`src/verilog/status_pkg.sv`:
```
`default_nettype none
package status_pkg;

   // ----------------------------------------
   // register widths and implemented bits
   // ----------------------------------------
   localparam int SE_WIDTH = 8;
   localparam int QD_WIDTH = 16;
   localparam int CODE_WIDTH = 16;
   localparam int ERRQ_DEPTH = 20;
   localparam int OBUF_DEPTH = 8;
   localparam logic [SE_WIDTH-1:0] SE_IMPL_MASK = 8'hbd;
   localparam logic [QD_WIDTH-1:0] QD_IMPL_MASK = 16'h1a03;
   localparam logic [7:0] SRE_IMPL_MASK = 8'h38;

   // ----------------------------------------
   // field positions
   // ----------------------------------------
   localparam int SE_OPC = 0;
   localparam int SE_QUERY = 2;
   localparam int SE_DEVICE = 3;
   localparam int SE_EXEC = 4;
   localparam int SE_SYNTAX = 5;
   localparam int SE_PON = 7;
   localparam int QD_VOLT = 0;
   localparam int QD_CURR = 1;
   localparam int QD_OHM = 9;
   localparam int QD_LIMIT_LO = 11;
   localparam int QD_LIMIT_HI = 12;
   localparam int STB_QUES = 3;
   localparam int STB_MAV = 4;
   localparam int STB_ESB = 5;
   localparam int STB_RQS = 6;

   // ----------------------------------------
   // reset values
   // ----------------------------------------
   localparam logic [SE_WIDTH-1:0] SE_RESET = 8'h80;
   localparam logic [QD_WIDTH-1:0] QD_RESET = 16'h0000;
   localparam logic [CODE_WIDTH-1:0] NO_ERROR_CODE = 16'h0000;

   // commands handed over by the command parser
   typedef enum logic [3:0] {
      CMD_NONE, CMD_CLS, CMD_ESE_WRITE, CMD_ESE_QUERY, CMD_ESR_QUERY,
      CMD_SRE_WRITE, CMD_SRE_QUERY, CMD_STB_QUERY, CMD_QUES_EVENT_QUERY,
      CMD_QUES_ENABLE_WRITE, CMD_QUES_ENABLE_QUERY, CMD_STAT_PRESET,
      CMD_ERR_QUERY, CMD_PSC_QUERY
   } cmd_t;

endpackage : status_pkg
`default_nettype wire

```
`src/verilog/status_side_if.sv`:
```
`timescale 1ns/1ps
`default_nettype none
interface status_side_if #(
   parameter int CODE_W = 16
);
   // error queue side
   logic              err_push;
   logic [CODE_W-1:0] err_push_code;
   logic              err_pop;
   logic [CODE_W-1:0] err_head;
   logic              err_empty;
   // output buffer side
   logic              msg_load;
   logic              msg_read;
   logic              rdg_trigger;
   logic              fetch_mode;
   logic              dev_clear;
   logic              mav;
   logic              obuf_full;
   logic              read_empty;

   modport core (output err_push, err_push_code, err_pop, msg_load, msg_read, rdg_trigger, fetch_mode,
                 dev_clear, input err_head, err_empty, mav, obuf_full, read_empty);
   modport errq (input err_push, err_push_code, err_pop, output err_head, err_empty);
   modport obuf (input msg_load, msg_read, rdg_trigger, fetch_mode, dev_clear,
                 output mav, obuf_full, read_empty);
endinterface : status_side_if
`default_nettype wire

```
`src/verilog/scpi_status_event_registers.sv`:
```
`timescale 1ns/1ps
`default_nettype none
module scpi_status_event_registers #(
   parameter int                              OBUF_DEPTH       = status_pkg::OBUF_DEPTH,
   parameter logic [status_pkg::CODE_WIDTH-1:0] EMPTY_READ_CODE  = 16'h0001,
   parameter logic [status_pkg::CODE_WIDTH-1:0] UNREAD_CODE      = 16'h0002,
   parameter logic [status_pkg::CODE_WIDTH-1:0] BUFS_FULL_CODE   = 16'h0003
) (
   input  wire logic                              ref_clk,
   input  wire logic                              rst,
   input  wire logic                              psc_stored,
   input  wire logic [7:0]                        nv_ese_mask,
   input  wire logic [7:0]                        nv_sre_mask,
   input  wire logic                              cmd_valid,
   input  wire status_pkg::cmd_t                  cmd_code,
   input  wire logic [15:0]                       cmd_value,
   input  wire logic                              serial_poll,
   input  wire logic                              opc_complete,
   input  wire logic                              new_line_start,
   input  wire logic                              input_buf_full,
   input  wire logic                              selftest_fail,
   input  wire logic                              cal_fail,
   input  wire logic                              exec_err,
   input  wire logic                              syntax_err,
   input  wire logic [status_pkg::CODE_WIDTH-1:0] err_code,
   input  wire logic                              overload_volt,
   input  wire logic                              overload_curr,
   input  wire logic                              overload_ohm,
   input  wire logic                              limit_lo,
   input  wire logic                              limit_hi,
   input  wire logic                              reading_trigger,
   input  wire logic                              fetch_mode,
   input  wire logic                              msg_load,
   input  wire logic                              msg_read,
   input  wire logic                              device_clear,
   output var  logic                              resp_valid,
   output var  logic [15:0]                       resp_data,
   output var  logic [7:0]                        status_byte,
   output var  logic                              srq,
   output var  logic                              stop_readings
);

   // ----------------------------------------
   // state
   // ----------------------------------------
   logic [status_pkg::SE_WIDTH-1:0] standard_event_latch;
   logic [status_pkg::SE_WIDTH-1:0] ese_mask;
   logic [status_pkg::QD_WIDTH-1:0] questionable_data_latch;
   logic [status_pkg::QD_WIDTH-1:0] qde_mask;
   logic [7:0]                      sre_mask;
   logic                            rqs;
   logic                            req_prev;

   // ----------------------------------------
   // combinational terms
   // ----------------------------------------
   logic [status_pkg::SE_WIDTH-1:0] se_set;
   logic [status_pkg::QD_WIDTH-1:0] qd_set;
   logic                            cmd_cls;
   logic                            cmd_esr_q;
   logic                            cmd_qev_q;
   logic                            query_err;
   logic                            any_overload;
   logic                            ext_err;
   logic                            esb_sum;
   logic                            ques_sum;
   logic                            req_now;
   logic [7:0]                      stb_now;
   logic                            next_resp_valid;
   logic [15:0]                     next_resp_data;

   status_side_if #(.CODE_W(status_pkg::CODE_WIDTH)) side ();

   // ----------------------------------------
   // helpers
   // ----------------------------------------
   // true in the cycle a given command is handed over
   function automatic logic is_cmd(input logic v, input status_pkg::cmd_t c, input status_pkg::cmd_t want);
      is_cmd = v && (c == want);
   endfunction : is_cmd

   // commands that load an answer into the response port
   function automatic logic is_query(input status_pkg::cmd_t c);
      case (c)
         status_pkg::CMD_ESE_QUERY,
         status_pkg::CMD_ESR_QUERY,
         status_pkg::CMD_SRE_QUERY,
         status_pkg::CMD_STB_QUERY,
         status_pkg::CMD_QUES_EVENT_QUERY,
         status_pkg::CMD_QUES_ENABLE_QUERY,
         status_pkg::CMD_ERR_QUERY,
         status_pkg::CMD_PSC_QUERY: is_query = 1'b1;
         default:                   is_query = 1'b0;
      endcase
   endfunction : is_query

   assign cmd_cls   = is_cmd(cmd_valid, cmd_code, status_pkg::CMD_CLS);
   assign cmd_esr_q = is_cmd(cmd_valid, cmd_code, status_pkg::CMD_ESR_QUERY);
   assign cmd_qev_q = is_cmd(cmd_valid, cmd_code, status_pkg::CMD_QUES_EVENT_QUERY);

   // ----------------------------------------
   // event sources
   // ----------------------------------------
   // query errors: empty read, unanswered response, both buffers jammed
   assign query_err = side.read_empty
                    || (new_line_start && side.mav)
                    || (input_buf_full && side.obuf_full);
   assign any_overload = overload_volt || overload_curr || overload_ohm;
   assign ext_err = selftest_fail || cal_fail || exec_err || syntax_err;

   // bits asked to be set this cycle; unused positions never set
   always_comb begin
      se_set = '0;
      se_set[status_pkg::SE_OPC]    = opc_complete;
      se_set[status_pkg::SE_QUERY]  = query_err;
      se_set[status_pkg::SE_DEVICE] = selftest_fail || cal_fail
                                    || any_overload;
      se_set[status_pkg::SE_EXEC]   = exec_err;
      se_set[status_pkg::SE_SYNTAX] = syntax_err;
      se_set = se_set & status_pkg::SE_IMPL_MASK;
   end

   always_comb begin
      qd_set = '0;
      qd_set[status_pkg::QD_VOLT]     = overload_volt;
      qd_set[status_pkg::QD_CURR]     = overload_curr;
      qd_set[status_pkg::QD_OHM]      = overload_ohm;
      qd_set[status_pkg::QD_LIMIT_LO] = limit_lo;
      qd_set[status_pkg::QD_LIMIT_HI] = limit_hi;
      qd_set = qd_set & status_pkg::QD_IMPL_MASK;
   end

   // ----------------------------------------
   // error queue feed
   // ----------------------------------------
   // one entry per error cycle; an overload on its own adds none.
   // parser codes win over the internally detected query codes.
   assign side.err_push = ext_err || query_err;
   always_comb begin
      if (ext_err) begin
         side.err_push_code = err_code;
      end else if (side.read_empty) begin
         side.err_push_code = EMPTY_READ_CODE;
      end else if (input_buf_full && side.obuf_full) begin
         side.err_push_code = BUFS_FULL_CODE;
      end else begin
         side.err_push_code = UNREAD_CODE;
      end
   end
   assign side.err_pop = is_cmd(cmd_valid, cmd_code, status_pkg::CMD_ERR_QUERY);

   error_fifo #(
      .DEPTH  (status_pkg::ERRQ_DEPTH),
      .CODE_W (status_pkg::CODE_WIDTH)
   ) u_errq (
      .ref_clk (ref_clk),
      .rst     (rst),
      .q       (side.errq)
   );

   // ----------------------------------------
   // output buffer tracking
   // ----------------------------------------
   assign side.msg_load    = msg_load;
   assign side.msg_read    = msg_read;
   assign side.rdg_trigger = reading_trigger;
   assign side.fetch_mode  = fetch_mode;
   assign side.dev_clear   = device_clear;

   message_tracker #(
      .DEPTH (OBUF_DEPTH)
   ) u_msg (
      .ref_clk (ref_clk),
      .rst     (rst),
      .o       (side.obuf)
   );

   // readings must wait while nowhere is left to put them
   assign stop_readings = side.obuf_full;

   // ----------------------------------------
   // standard event latch
   // ----------------------------------------
   // set wins over clear so an event landing on a query is kept for
   // the next read; device clear is deliberately not a clear term
   always_ff @(posedge ref_clk) begin
      if (rst) begin
         standard_event_latch <= status_pkg::SE_RESET;
      end else if (cmd_cls || cmd_esr_q) begin
         standard_event_latch <= se_set;
      end else begin
         standard_event_latch <= standard_event_latch | se_set;
      end
   end

   // ----------------------------------------
   // standard event enable mask
   // ----------------------------------------
   // power-up keeps the saved mask unless the stored clear flag is set
   always_ff @(posedge ref_clk) begin
      if (rst) begin
         ese_mask <= psc_stored ? '0 : (nv_ese_mask & status_pkg::SE_IMPL_MASK);
      end else if (is_cmd(cmd_valid, cmd_code, status_pkg::CMD_ESE_WRITE)) begin
         ese_mask <= cmd_value[7:0] & status_pkg::SE_IMPL_MASK;
      end
   end

   // ----------------------------------------
   // questionable data latch
   // ----------------------------------------
   always_ff @(posedge ref_clk) begin
      if (rst) begin
         questionable_data_latch <= status_pkg::QD_RESET;
      end else if (cmd_cls || cmd_qev_q) begin
         questionable_data_latch <= qd_set;
      end else begin
         questionable_data_latch <= questionable_data_latch | qd_set;
      end
   end

   // ----------------------------------------
   // questionable data enable mask
   // ----------------------------------------
   // unlike the standard mask this one ignores the stored clear flag
   always_ff @(posedge ref_clk) begin
      if (rst) begin
         qde_mask <= '0;
      end else if (is_cmd(cmd_valid, cmd_code, status_pkg::CMD_STAT_PRESET)) begin
         qde_mask <= '0;
      end else if (is_cmd(cmd_valid, cmd_code, status_pkg::CMD_QUES_ENABLE_WRITE)) begin
         qde_mask <= cmd_value & status_pkg::QD_IMPL_MASK;
      end
   end

   // ----------------------------------------
   // service request enable mask
   // ----------------------------------------
   always_ff @(posedge ref_clk) begin
      if (rst) begin
         sre_mask <= psc_stored ? '0 : (nv_sre_mask & status_pkg::SRE_IMPL_MASK);
      end else if (is_cmd(cmd_valid, cmd_code, status_pkg::CMD_SRE_WRITE)) begin
         sre_mask <= cmd_value[7:0] & status_pkg::SRE_IMPL_MASK;
      end
   end

   // ----------------------------------------
   // summary bits
   // ----------------------------------------
   // summaries are not latched: clearing a latch drops its summary at once
   assign esb_sum  = |(standard_event_latch & ese_mask);
   assign ques_sum = |(questionable_data_latch & qde_mask);
   always_comb begin
      stb_now = '0;
      stb_now[status_pkg::STB_QUES] = ques_sum;
      stb_now[status_pkg::STB_MAV]  = side.mav;
      stb_now[status_pkg::STB_ESB]  = esb_sum;
      stb_now[status_pkg::STB_RQS]  = rqs;
   end
   assign req_now = |(stb_now & sre_mask);

   // ----------------------------------------
   // request service
   // ----------------------------------------
   // a fresh enabled summary sets it; a poll or losing the cause clears it.
   // a new cause in the poll cycle wins so the request is not lost.
   always_ff @(posedge ref_clk) begin
      if (rst) begin
         rqs      <= 1'b0;
         req_prev <= 1'b0;
      end else begin
         req_prev <= req_now;
         if (req_now && !req_prev) begin
            rqs <= 1'b1;
         end else if (serial_poll || !req_now) begin
            rqs <= 1'b0;
         end
      end
   end
   assign srq = rqs;

   // status byte as seen by a serial poll, one cycle behind its sources
   always_ff @(posedge ref_clk) begin
      if (rst) begin
         status_byte <= '0;
      end else begin
         status_byte <= stb_now;
      end
   end

   // ----------------------------------------
   // query answers
   // ----------------------------------------
   // answers carry the plain binary sum; decimal text is left to firmware
   always_comb begin
      next_resp_valid = cmd_valid && is_query(cmd_code);
      next_resp_data  = '0;
      case (cmd_code)
         status_pkg::CMD_ESE_QUERY:         next_resp_data = {8'h00, ese_mask};
         status_pkg::CMD_ESR_QUERY:         next_resp_data = {8'h00, standard_event_latch};
         status_pkg::CMD_SRE_QUERY:         next_resp_data = {8'h00, sre_mask};
         status_pkg::CMD_STB_QUERY:         next_resp_data = {8'h00, stb_now};
         status_pkg::CMD_QUES_EVENT_QUERY:  next_resp_data = questionable_data_latch;
         status_pkg::CMD_QUES_ENABLE_QUERY: next_resp_data = qde_mask;
         status_pkg::CMD_PSC_QUERY:         next_resp_data = {15'h0000, psc_stored};
         status_pkg::CMD_ERR_QUERY: begin
            next_resp_data = side.err_empty ? status_pkg::NO_ERROR_CODE : side.err_head;
         end
         default:                           next_resp_data = '0;
      endcase
   end

   always_ff @(posedge ref_clk) begin
      if (rst) begin
         resp_valid <= 1'b0;
         resp_data  <= '0;
      end else begin
         resp_valid <= next_resp_valid;
         if (next_resp_valid) begin
            resp_data <= next_resp_data;
         end
      end
   end

endmodule : scpi_status_event_registers
`default_nettype wire

```
`src/verilog/error_fifo.sv`:
```
`timescale 1ns/1ps
`default_nettype none
module error_fifo #(
   parameter int DEPTH  = 20,
   parameter int CODE_W = 16
) (
   input wire logic     ref_clk,
   input wire logic     rst,
   status_side_if.errq  q
);
   localparam int PTR_W = $clog2(DEPTH);
   localparam int CNT_W = $clog2(DEPTH + 1);

   logic [CODE_W-1:0] mem [DEPTH];
   logic [PTR_W-1:0]  rd_ptr;
   logic [PTR_W-1:0]  wr_ptr;
   logic [CNT_W-1:0]  count;
   logic              do_push;
   logic              do_pop;

   function automatic logic [PTR_W-1:0] next_ptr(input logic [PTR_W-1:0] p);
      next_ptr = (p == PTR_W'(DEPTH - 1)) ? '0 : p + PTR_W'(1);
   endfunction : next_ptr

   // a full queue drops new entries so the oldest stay readable
   assign do_push = q.err_push && (count != CNT_W'(DEPTH));
   assign do_pop  = q.err_pop && (count != '0);
   assign q.err_empty = (count == '0);
   assign q.err_head  = mem[rd_ptr];

   // storage, oldest entry comes out first
   always_ff @(posedge ref_clk) begin
      if (do_push) begin
         mem[wr_ptr] <= q.err_push_code;
      end
   end

   // pointers and fill level
   always_ff @(posedge ref_clk) begin
      if (rst) begin
         rd_ptr <= '0;
         wr_ptr <= '0;
         count  <= '0;
      end else begin
         if (do_push) wr_ptr <= next_ptr(wr_ptr);
         if (do_pop) rd_ptr <= next_ptr(rd_ptr);
         count <= count + CNT_W'(do_push) - CNT_W'(do_pop);
      end
   end
endmodule : error_fifo
`default_nettype wire

```
`src/verilog/message_tracker.sv`:
```
`timescale 1ns/1ps
`default_nettype none
module message_tracker #(
   parameter int DEPTH = 8
) (
   input wire logic     ref_clk,
   input wire logic     rst,
   status_side_if.obuf  o
);
   localparam int CNT_W = $clog2(DEPTH + 1);

   logic [CNT_W-1:0] count;
   logic             trig_pending;
   logic             do_load;
   logic             do_read;

   assign do_load = o.msg_load && (count != CNT_W'(DEPTH));
   assign do_read = o.msg_read && (count != '0);
   assign o.obuf_full  = (count == CNT_W'(DEPTH));
   assign o.read_empty = o.msg_read && (count == '0);
   // mav stays up while a message is queued or a direct trigger is pending; device clear drops it
   assign o.mav = trig_pending || (count != '0);

   // messages waiting in the output buffer
   always_ff @(posedge ref_clk) begin
      if (rst || o.dev_clear) begin
         count <= '0;
      end else begin
         count <= count + CNT_W'(do_load) - CNT_W'(do_read);
      end
   end

   // a direct reading trigger announces data before it is formatted;
   // in memory mode only the fetched transfer raises mav
   always_ff @(posedge ref_clk) begin
      if (rst || o.dev_clear) begin
         trig_pending <= 1'b0;
      end else if (o.rdg_trigger && !o.fetch_mode) begin
         trig_pending <= 1'b1;
      end else if (o.msg_load) begin
         trig_pending <= 1'b0;
      end
   end
endmodule : message_tracker
`default_nettype wire

```
`config.mk`:
```
export PLATFORM = sky130hd
export DESIGN_NAME = scpi_status_event_registers
export DESIGN_NICKNAME = d
export VERILOG_FILES = /design/src/verilog/status_pkg.sv /design/src/verilog/status_side_if.sv /design/src/verilog/scpi_status_event_registers.sv /design/src/verilog/error_fifo.sv /design/src/verilog/message_tracker.sv
export SDC_FILE = /design/constraint.sdc
export NUM_CORES = 1
export LEC_CHECK = 0
export BUFFER_PORTS_ARGS = -buffer_cell sky130_fd_sc_hd__buf_2
export CAP_MARGIN = 30
export CORE_MARGIN = 4
export CORE_UTILIZATION = 40
export CTS_BUF_LIST = sky130_fd_sc_hd__clkbuf_4 sky130_fd_sc_hd__clkbuf_8
export CTS_CLUSTER_SIZE = 10
export DETAILED_ROUTE_END_ITERATION = 7
export PLACE_DENSITY = 0.59
export SLEW_MARGIN = 5
export SYNTH_ARGS = -nofsm -noshare
export SYNTH_HDL_FRONTEND = slang
export SYNTH_SLANG_ARGS = --single-unit
```
`constraint.sdc`:
```
create_clock -name ref_clk -period 3.86 [get_ports ref_clk]
set_input_delay 0.386 -clock ref_clk [delete_from_list [all_inputs] [get_ports ref_clk]]
set_output_delay 0.386 -clock ref_clk [all_outputs]
set_load 0.02 [all_outputs]
```
==> results.cfg, run 1 <==
[outcome]
status = completed

[grt]
grt_pass1_wl_mm = 57.9
grt-ovfl-total = 0
grt_pass1_vias = 9160
track_usage = 0.175
grt_max_degree = 50
antenna_found_initial = 0

[timing]
max_freq_ghz = 0.296
setup_tns_ns = 0
setup_violations = 0
period_minus_slack_ns = 3.38
worst_pin_slew_ns = 0.867
rsz0062_at_grt = false
finalWorstSetupSlack_ns = 0.481
slew_headroom = 0.421
hold_viol_final = 0
final_max_slew_viol_count = 0
clock_skew_ns = 0.0327
fin_crit_sh = 0.875

[placement]
postPlaceCellArea_mm2 = 0.0172
gp_congestion = 0.859
pre_cts_ws_ns = 0.498
place_hpwl_mm = 24.5
port_buffers = 83

[layout]
area_delta_synth_final_pct = 16.6
fin_nets = 1215
design_area_mm2 = 0.0187
layout_commonest_cell = edfxtp_1
diodes = 0
final_util = 0.477
final_cell_mix = 329 x edfxtp_1, 83 x buf_2, 65 x nor2_1, 65 x clkbuf_8
drive_gt1_frac = 0.286

[worst_hold_path]
hp-class = in2reg
hp-start = cmd_value[0]

[setup_path]
start_kind = register
max_stage_delay_ns = 0.63
path_cells = inv_1, ha_1, or4b_2, and2_1, nand2_1, inv_1, ha_1, inv_1, ha_1, fa_1, a21oi_1, nor2_1, nor2_1, xnor2_1, nor2_1
r2r_setup_slack_ns = 0.48
reg2reg_from = u_errq.count[2]$_SDFF_PP0_
arrival_ns = 3.86
cp_slowest_cell = or4b_2
critPathRequiredTime_ns = 4.34
endpoint_kind = register
cp_max_fo = 10
worstSetupStartpoint = u_errq.count[2]$_SDFF_PP0_
crit_type = reg2reg

[drt]
antenna_left = 0
drc_errors = 0
viasPerCell = 5.35
met2WireLength_mm = 19.1
wl_met1_mm = 16.8
drt-initial-drc-count = 798
vias = 9053
wl_met3_mm = 2.04
top_layer = met4
wl_mm = 38.7
wire_per_inst_um = 22.9
drtPass1Iterations = 5

[clock_network]
numCtsBuffers = 61
cts_max_path_buffers = 3
htree_levels = 2
cts_root_buffer = clkbuf_8
cts.sinks = 393
cts.clk_slew.worst_paths_ns = 0.06
clock_latency_ns = 0.63
cts_tree = done

[yosys]
syn_inst = 956
postSynth.asyncResetShare = 0
netlist.area_leader.share = 0.618
ys_types = 69
yosys_register_bits = 393
yosysSeqAreaShare = 0.698
syn_area_mm2 = 0.0160
postSynthAreaPerCell_um2 = 16.7
synthFlopType = edfxtp_1
yosysTopAreaCell = edfxtp_1
ys_warn_count = 0
synth-edff-count = 329
synthTopCellsByArea = edfxtp_1 62%, mux4_2 8.7%, dfxtp_1 8.0%

[floorplanning]
core_area_mm2 = 0.0391
ios = 101
die_height_um = 208
initial_core_util = 0.409
dieArea_mm2 = 0.0433
die_x_um = 208
row_count = 72

[pwr]
p_per_area_mw_per_mm2 = 520
vdd_drop_max_mv = 0.234
clkPwrFrac = 0.373
switching_share = 0.245
power_mw = 9.70
p_sw_mw = 2.38
cellInternalPower_mw = 7.33
combPwrFrac = 0.116
seqPwrFrac = 0.511
p_leak_nw = 6.34

[run]
cap_violations = 0
-- cells by family after synthesis --
group	count (synthesis)	synth area share
fa+ha+maj	19	0.0158
mux	105	0.126
simple gates	212	0.0684
other cells	1	0.000234
compound gates	142	0.0627
xor+xnor	8	0.00438
flops	393	0.698
buf+inv	76	0.0244
-- metrics by stage --
stage	hold WS (ns)	instances
6_report	0.0485	1692
5_1_grt	0.0286	1692
4_1_cts	0.00460	1692
3_5_place_dp	0.426	1564
3_3_place_gp	0.398	1558
2_1_floorplan	0.393	959
-- final timing paths --
path / end / cells after the start
worst min register to register: srq$_SDFFE_PP0P_ / 1
worst max register to register: u_errq.count[4]$_SDFF_PP0_ / 15
worst max-delay path: u_errq.count[4]$_SDFF_PP0_ / 15
worst min-delay path: qde_mask[0]$_SDFFE_PP0P_ / 3
-- state kept, by name (all words and copies together), names as in the netlist, 6 cells and up, named ones only --
register and flops:
u_errq.mem 320, resp_data 16, ese_mask 6, standard_event_latch 6
-- metal layers --
| metal | track usage | vias to the layer above |
|---|---|---|
| met3 | 0.0297 | 63 |
| met2 | 0.295 | 265 |
| met1 | 0.238 | 4598 |
| li1 | - | 4127 |
| met4 | 0.0460 | 0 |
| met5 | 0 | - |
-- critical path: cells and delay by family (launching register included) --
family / cells / cell delay, ns
AO/OA/AOI/OAI: 1 / 0.17
XOR/XNOR: 1 / 0.12
adder cells (fa/ha/maj): 4 / 1.06
buffers and inverters: 3 / 0.20
flip-flops: 1 / 0.31
AND/OR/NAND/NOR: 6 / 1.38
-- synthesized netlist by cell type, drive strengths merged (14+ instances only) --
master	number
nor2b	37
a22oi	19
inv	26
clkbuf	17
buf	32
mux2	14
o21ai	19
a21oi	30
edfxtp	329
mux2i	18
nor3	15
dfxtp	64
ha	17
mux4	73
nand2	31
nor2	75
-- cell type report --
cell class,count,area (um2)
Clock inverter,30,243
Tap cell,518,648
Fill cell,3373,20400
Clock buffer,85,1040
Inverter,27,101
Timing Repair Buffer,149,972
Multi-Input combinational cell,490,4480
Sequential cell,393,11200
-- power by group through the flow --
stage | Sequential, mW | Combinational (mW) | Clock (mW)
3_3_place_gp | 5.04 | 1.09 | 0
5_1_grt | 4.98 | 1.23 | 3.91
3_5_place_dp | 5.05 | 1.11 | 0
4_1_cts | 4.96 | 1.13 | 3.70
6_report | 4.96 | 1.12 | 3.62
2_1_floorplan | 5.04 | 0.707 | 0
-- what timing repair did --
item                                   CTS  global route
hold buffers                            13             0
gates resized for setup                  0             0
endpoints found under the hold margin   17             0
setup buffers                            0             0
(Power assumes the default switching activity.)
==> inputs of run 2 (changes only) <==
--- a/config.mk
+++ b/config.mk
@@ -7,13 +7,13 @@
 export LEC_CHECK = 0
 export BUFFER_PORTS_ARGS = -buffer_cell sky130_fd_sc_hd__buf_2
 export CAP_MARGIN = 30
+export CORE_ASPECT_RATIO = 1.1
 export CORE_MARGIN = 4
 export CORE_UTILIZATION = 40
 export CTS_BUF_LIST = sky130_fd_sc_hd__clkbuf_4 sky130_fd_sc_hd__clkbuf_8
 export CTS_CLUSTER_SIZE = 10
 export DETAILED_ROUTE_END_ITERATION = 7
 export PLACE_DENSITY = 0.59
-export SLEW_MARGIN = 5
 export SYNTH_ARGS = -nofsm -noshare
 export SYNTH_HDL_FRONTEND = slang
 export SYNTH_SLANG_ARGS = --single-unit
==> constraint.sdc (replaced) <==
create_clock -name ref_clk -period 3.86 [get_ports ref_clk]
set_input_delay 0.386 -clock ref_clk [delete_from_list [all_inputs] [get_ports ref_clk]]
set_output_delay 0.386 -clock ref_clk [all_outputs]
set_load 0.05 [all_outputs]
==> run 2 against run 1 <==
  * Wire length decreased by 0.82%
  * First-iteration DRC count down 12%
  * Clock skew fell by 0.0051 ns
  * Largest power group unchanged
  * Critical endpoint unchanged
==> results.cfg, run 2 (same netlist as run 1, synthesis figures left out) <==
[outcome]
status = completed

[floorplanning]
dieArea_mm2 = 0.0433
initial_core_util = 0.406
row_count = 76
die_x_um = 199
ios = 101
die_height_um = 218
core_area_mm2 = 0.0394

[layout]
largest_reg_flops = 320
stdcell_count = 1672
layout_commonest_cell = edfxtp_1
top_register = u_errq.mem
area_delta_synth_final_pct = 16.3
diodes = 0
largestRegisters = u_errq.mem x320, resp_data x16
design_area_mm2 = 0.0186
drive_gt1_frac = 0.293
final_cell_mix = 329 x edfxtp_1, 83 x buf_2, 70 x nor2_1
fin_nets = 1208

[clock_network]
cts_max_path_buffers = 3
post_cts_resized = 0
cts_tree = done
cts.clk_slew.worst_paths_ns = 0.06
htree_levels = 3
cts.sinks = 393
postCtsSetupBuffers = 0
cts_root_buffer = clkbuf_8
ctsHoldBuffers = 5
clock_latency_ns = 0.60
numCtsBuffers = 66

[drt]
wire_per_inst_um = 23.0
drc_errors = 0
vias = 9062
viasPerCell = 5.42
drtPass1Iterations = 5
wl_mm = 38.4
antenna_left = 0
drt-initial-drc-count = 705

[setup_path]
path_cells = inv_1, ha_1, or4b_2, and2_1, nand2_1, inv_1, ha_1, inv_1, ha_1, fa_1, a21oi_1, nor2_1, nor2_1, xnor2_1, nor2_1
crit_type = reg2reg
critPathRequiredTime_ns = 4.32
cp_slowest_cell = or4b_2
crit_buf_inv = 3
path_delay_family = simple AND/OR/NAND/NOR gates
max_stage_delay_ns = 0.63
cp_max_fo = 10
endpoint_kind = register
arrival_ns = 3.69
start_kind = register

[placement]
pre_cts_ws_ns = 0.619
postPlaceCellArea_mm2 = 0.0172
port_buffers = 83
place_hpwl_mm = 24.2
placed_cells = 1549
gp_congestion = 0.810

[pwr]
p_per_area_mw_per_mm2 = 534
p_leak_nw = 6.32
power_mw = 9.93
vdd_drop_max_mv = 0.180

[timing]
slew_headroom = 0.520
setup_violations = 0
fin_crit_sh = 0.836
finalWorstSetupSlack_ns = 0.634
worst_pin_slew_ns = 0.702
final_max_slew_viol_count = 0
clock_skew_ns = 0.0277
rsz0062_at_grt = false
hold_viol_final = 0
max_freq_ghz = 0.310
period_minus_slack_ns = 3.23
setup_tns_ns = 0

[grt]
grt-ovfl-total = 0
grt_max_degree = 47
grt_pass1_wl_mm = 57.2
grt_pass1_vias = 9322
track_usage = 0.177
antenna_found_initial = 0

[worst_hold_path]
hp-class = in2reg

[run]
cap_violations = 0
run 2: cell types whose count changed in the layout (fill, tap and decap cells not counted), moves of 3 or more:
cell and delta:
nor2_2 -5, nor2_1 +5, clkinvlp_4 +4, buf_4 -5
dlygate4sd3_1 -8, clkbuf_8 +3, clkbuf_4 +7, clkinv_1 -10
run 2: worst paths after layout:
kind | startpoint | to | slack, ns | cells after the start
max | u_errq.count[2]$_SDFF_PP0_ | u_errq.count[4]$_SDFF_PP0_ | 0.63 | 15
min reg2reg | req_prev$_SDFF_PP0_ | srq$_SDFFE_PP0P_ | 0.40 | 1
max reg2reg | u_errq.count[2]$_SDFF_PP0_ | u_errq.count[4]$_SDFF_PP0_ | 0.63 | 15
min | cmd_value[9] | qde_mask[9]$_SDFFE_PP0P_ | 0.04 | 3
run 2: worst reg2reg max path: stages (launching register included):
cell and delay (ns):
dfxtp_1 0.32, inv_1 0.08, ha_1 0.14, or4b_2 0.63, and2_1 0.29, nand2_1 0.16
inv_1 0.07, ha_1 0.27, inv_1 0.04, ha_1 0.20, fa_1 0.43, a21oi_1 0.15
nor2_1 0.05, nor2_1 0.10, xnor2_1 0.13, nor2_1 0.05
run 2: area by class of cell:
| class | instances | area (um2) |
|---|---|---|
| Clock buffer | 95 | 1140 |
| Multi-Input combinational cell | 490 | 4470 |
| Sequential cell | 393 | 11200 |
| Fill cell | 3402 | 20800 |
| Timing Repair Buffer | 137 | 861 |
| Clock inverter | 23 | 224 |
| Tap cell | 507 | 634 |
| Inverter | 27 | 101 |
run 2: per-layer routing:
metal  track usage  share of wire  wire (um)  vias up
met5             0              0          0        -
met4        0.0559          0.021        806        0
met3        0.0408          0.065       2500       48
met2         0.293           0.49      18900      298
met1         0.235           0.42      16200     4610
li1              -              -          -     4106
run 2: metrics by stage:
stage / hold WS (ns) / utilization
2_1_floorplan: 0.393 / -
3_3_place_gp: 0.397 / 0.435
3_5_place_dp: 0.405 / 0.437
4_1_cts: 0.00208 / 0.472
5_1_grt: 0.0255 / 0.472
6_report: 0.0424 / 0.472
run 2: where the power goes:
part	switching, mW	internal (mW)
sequential	0.102	4.86
clock	1.65	2.18
combinational	0.711	0.434
total	2.46	7.47
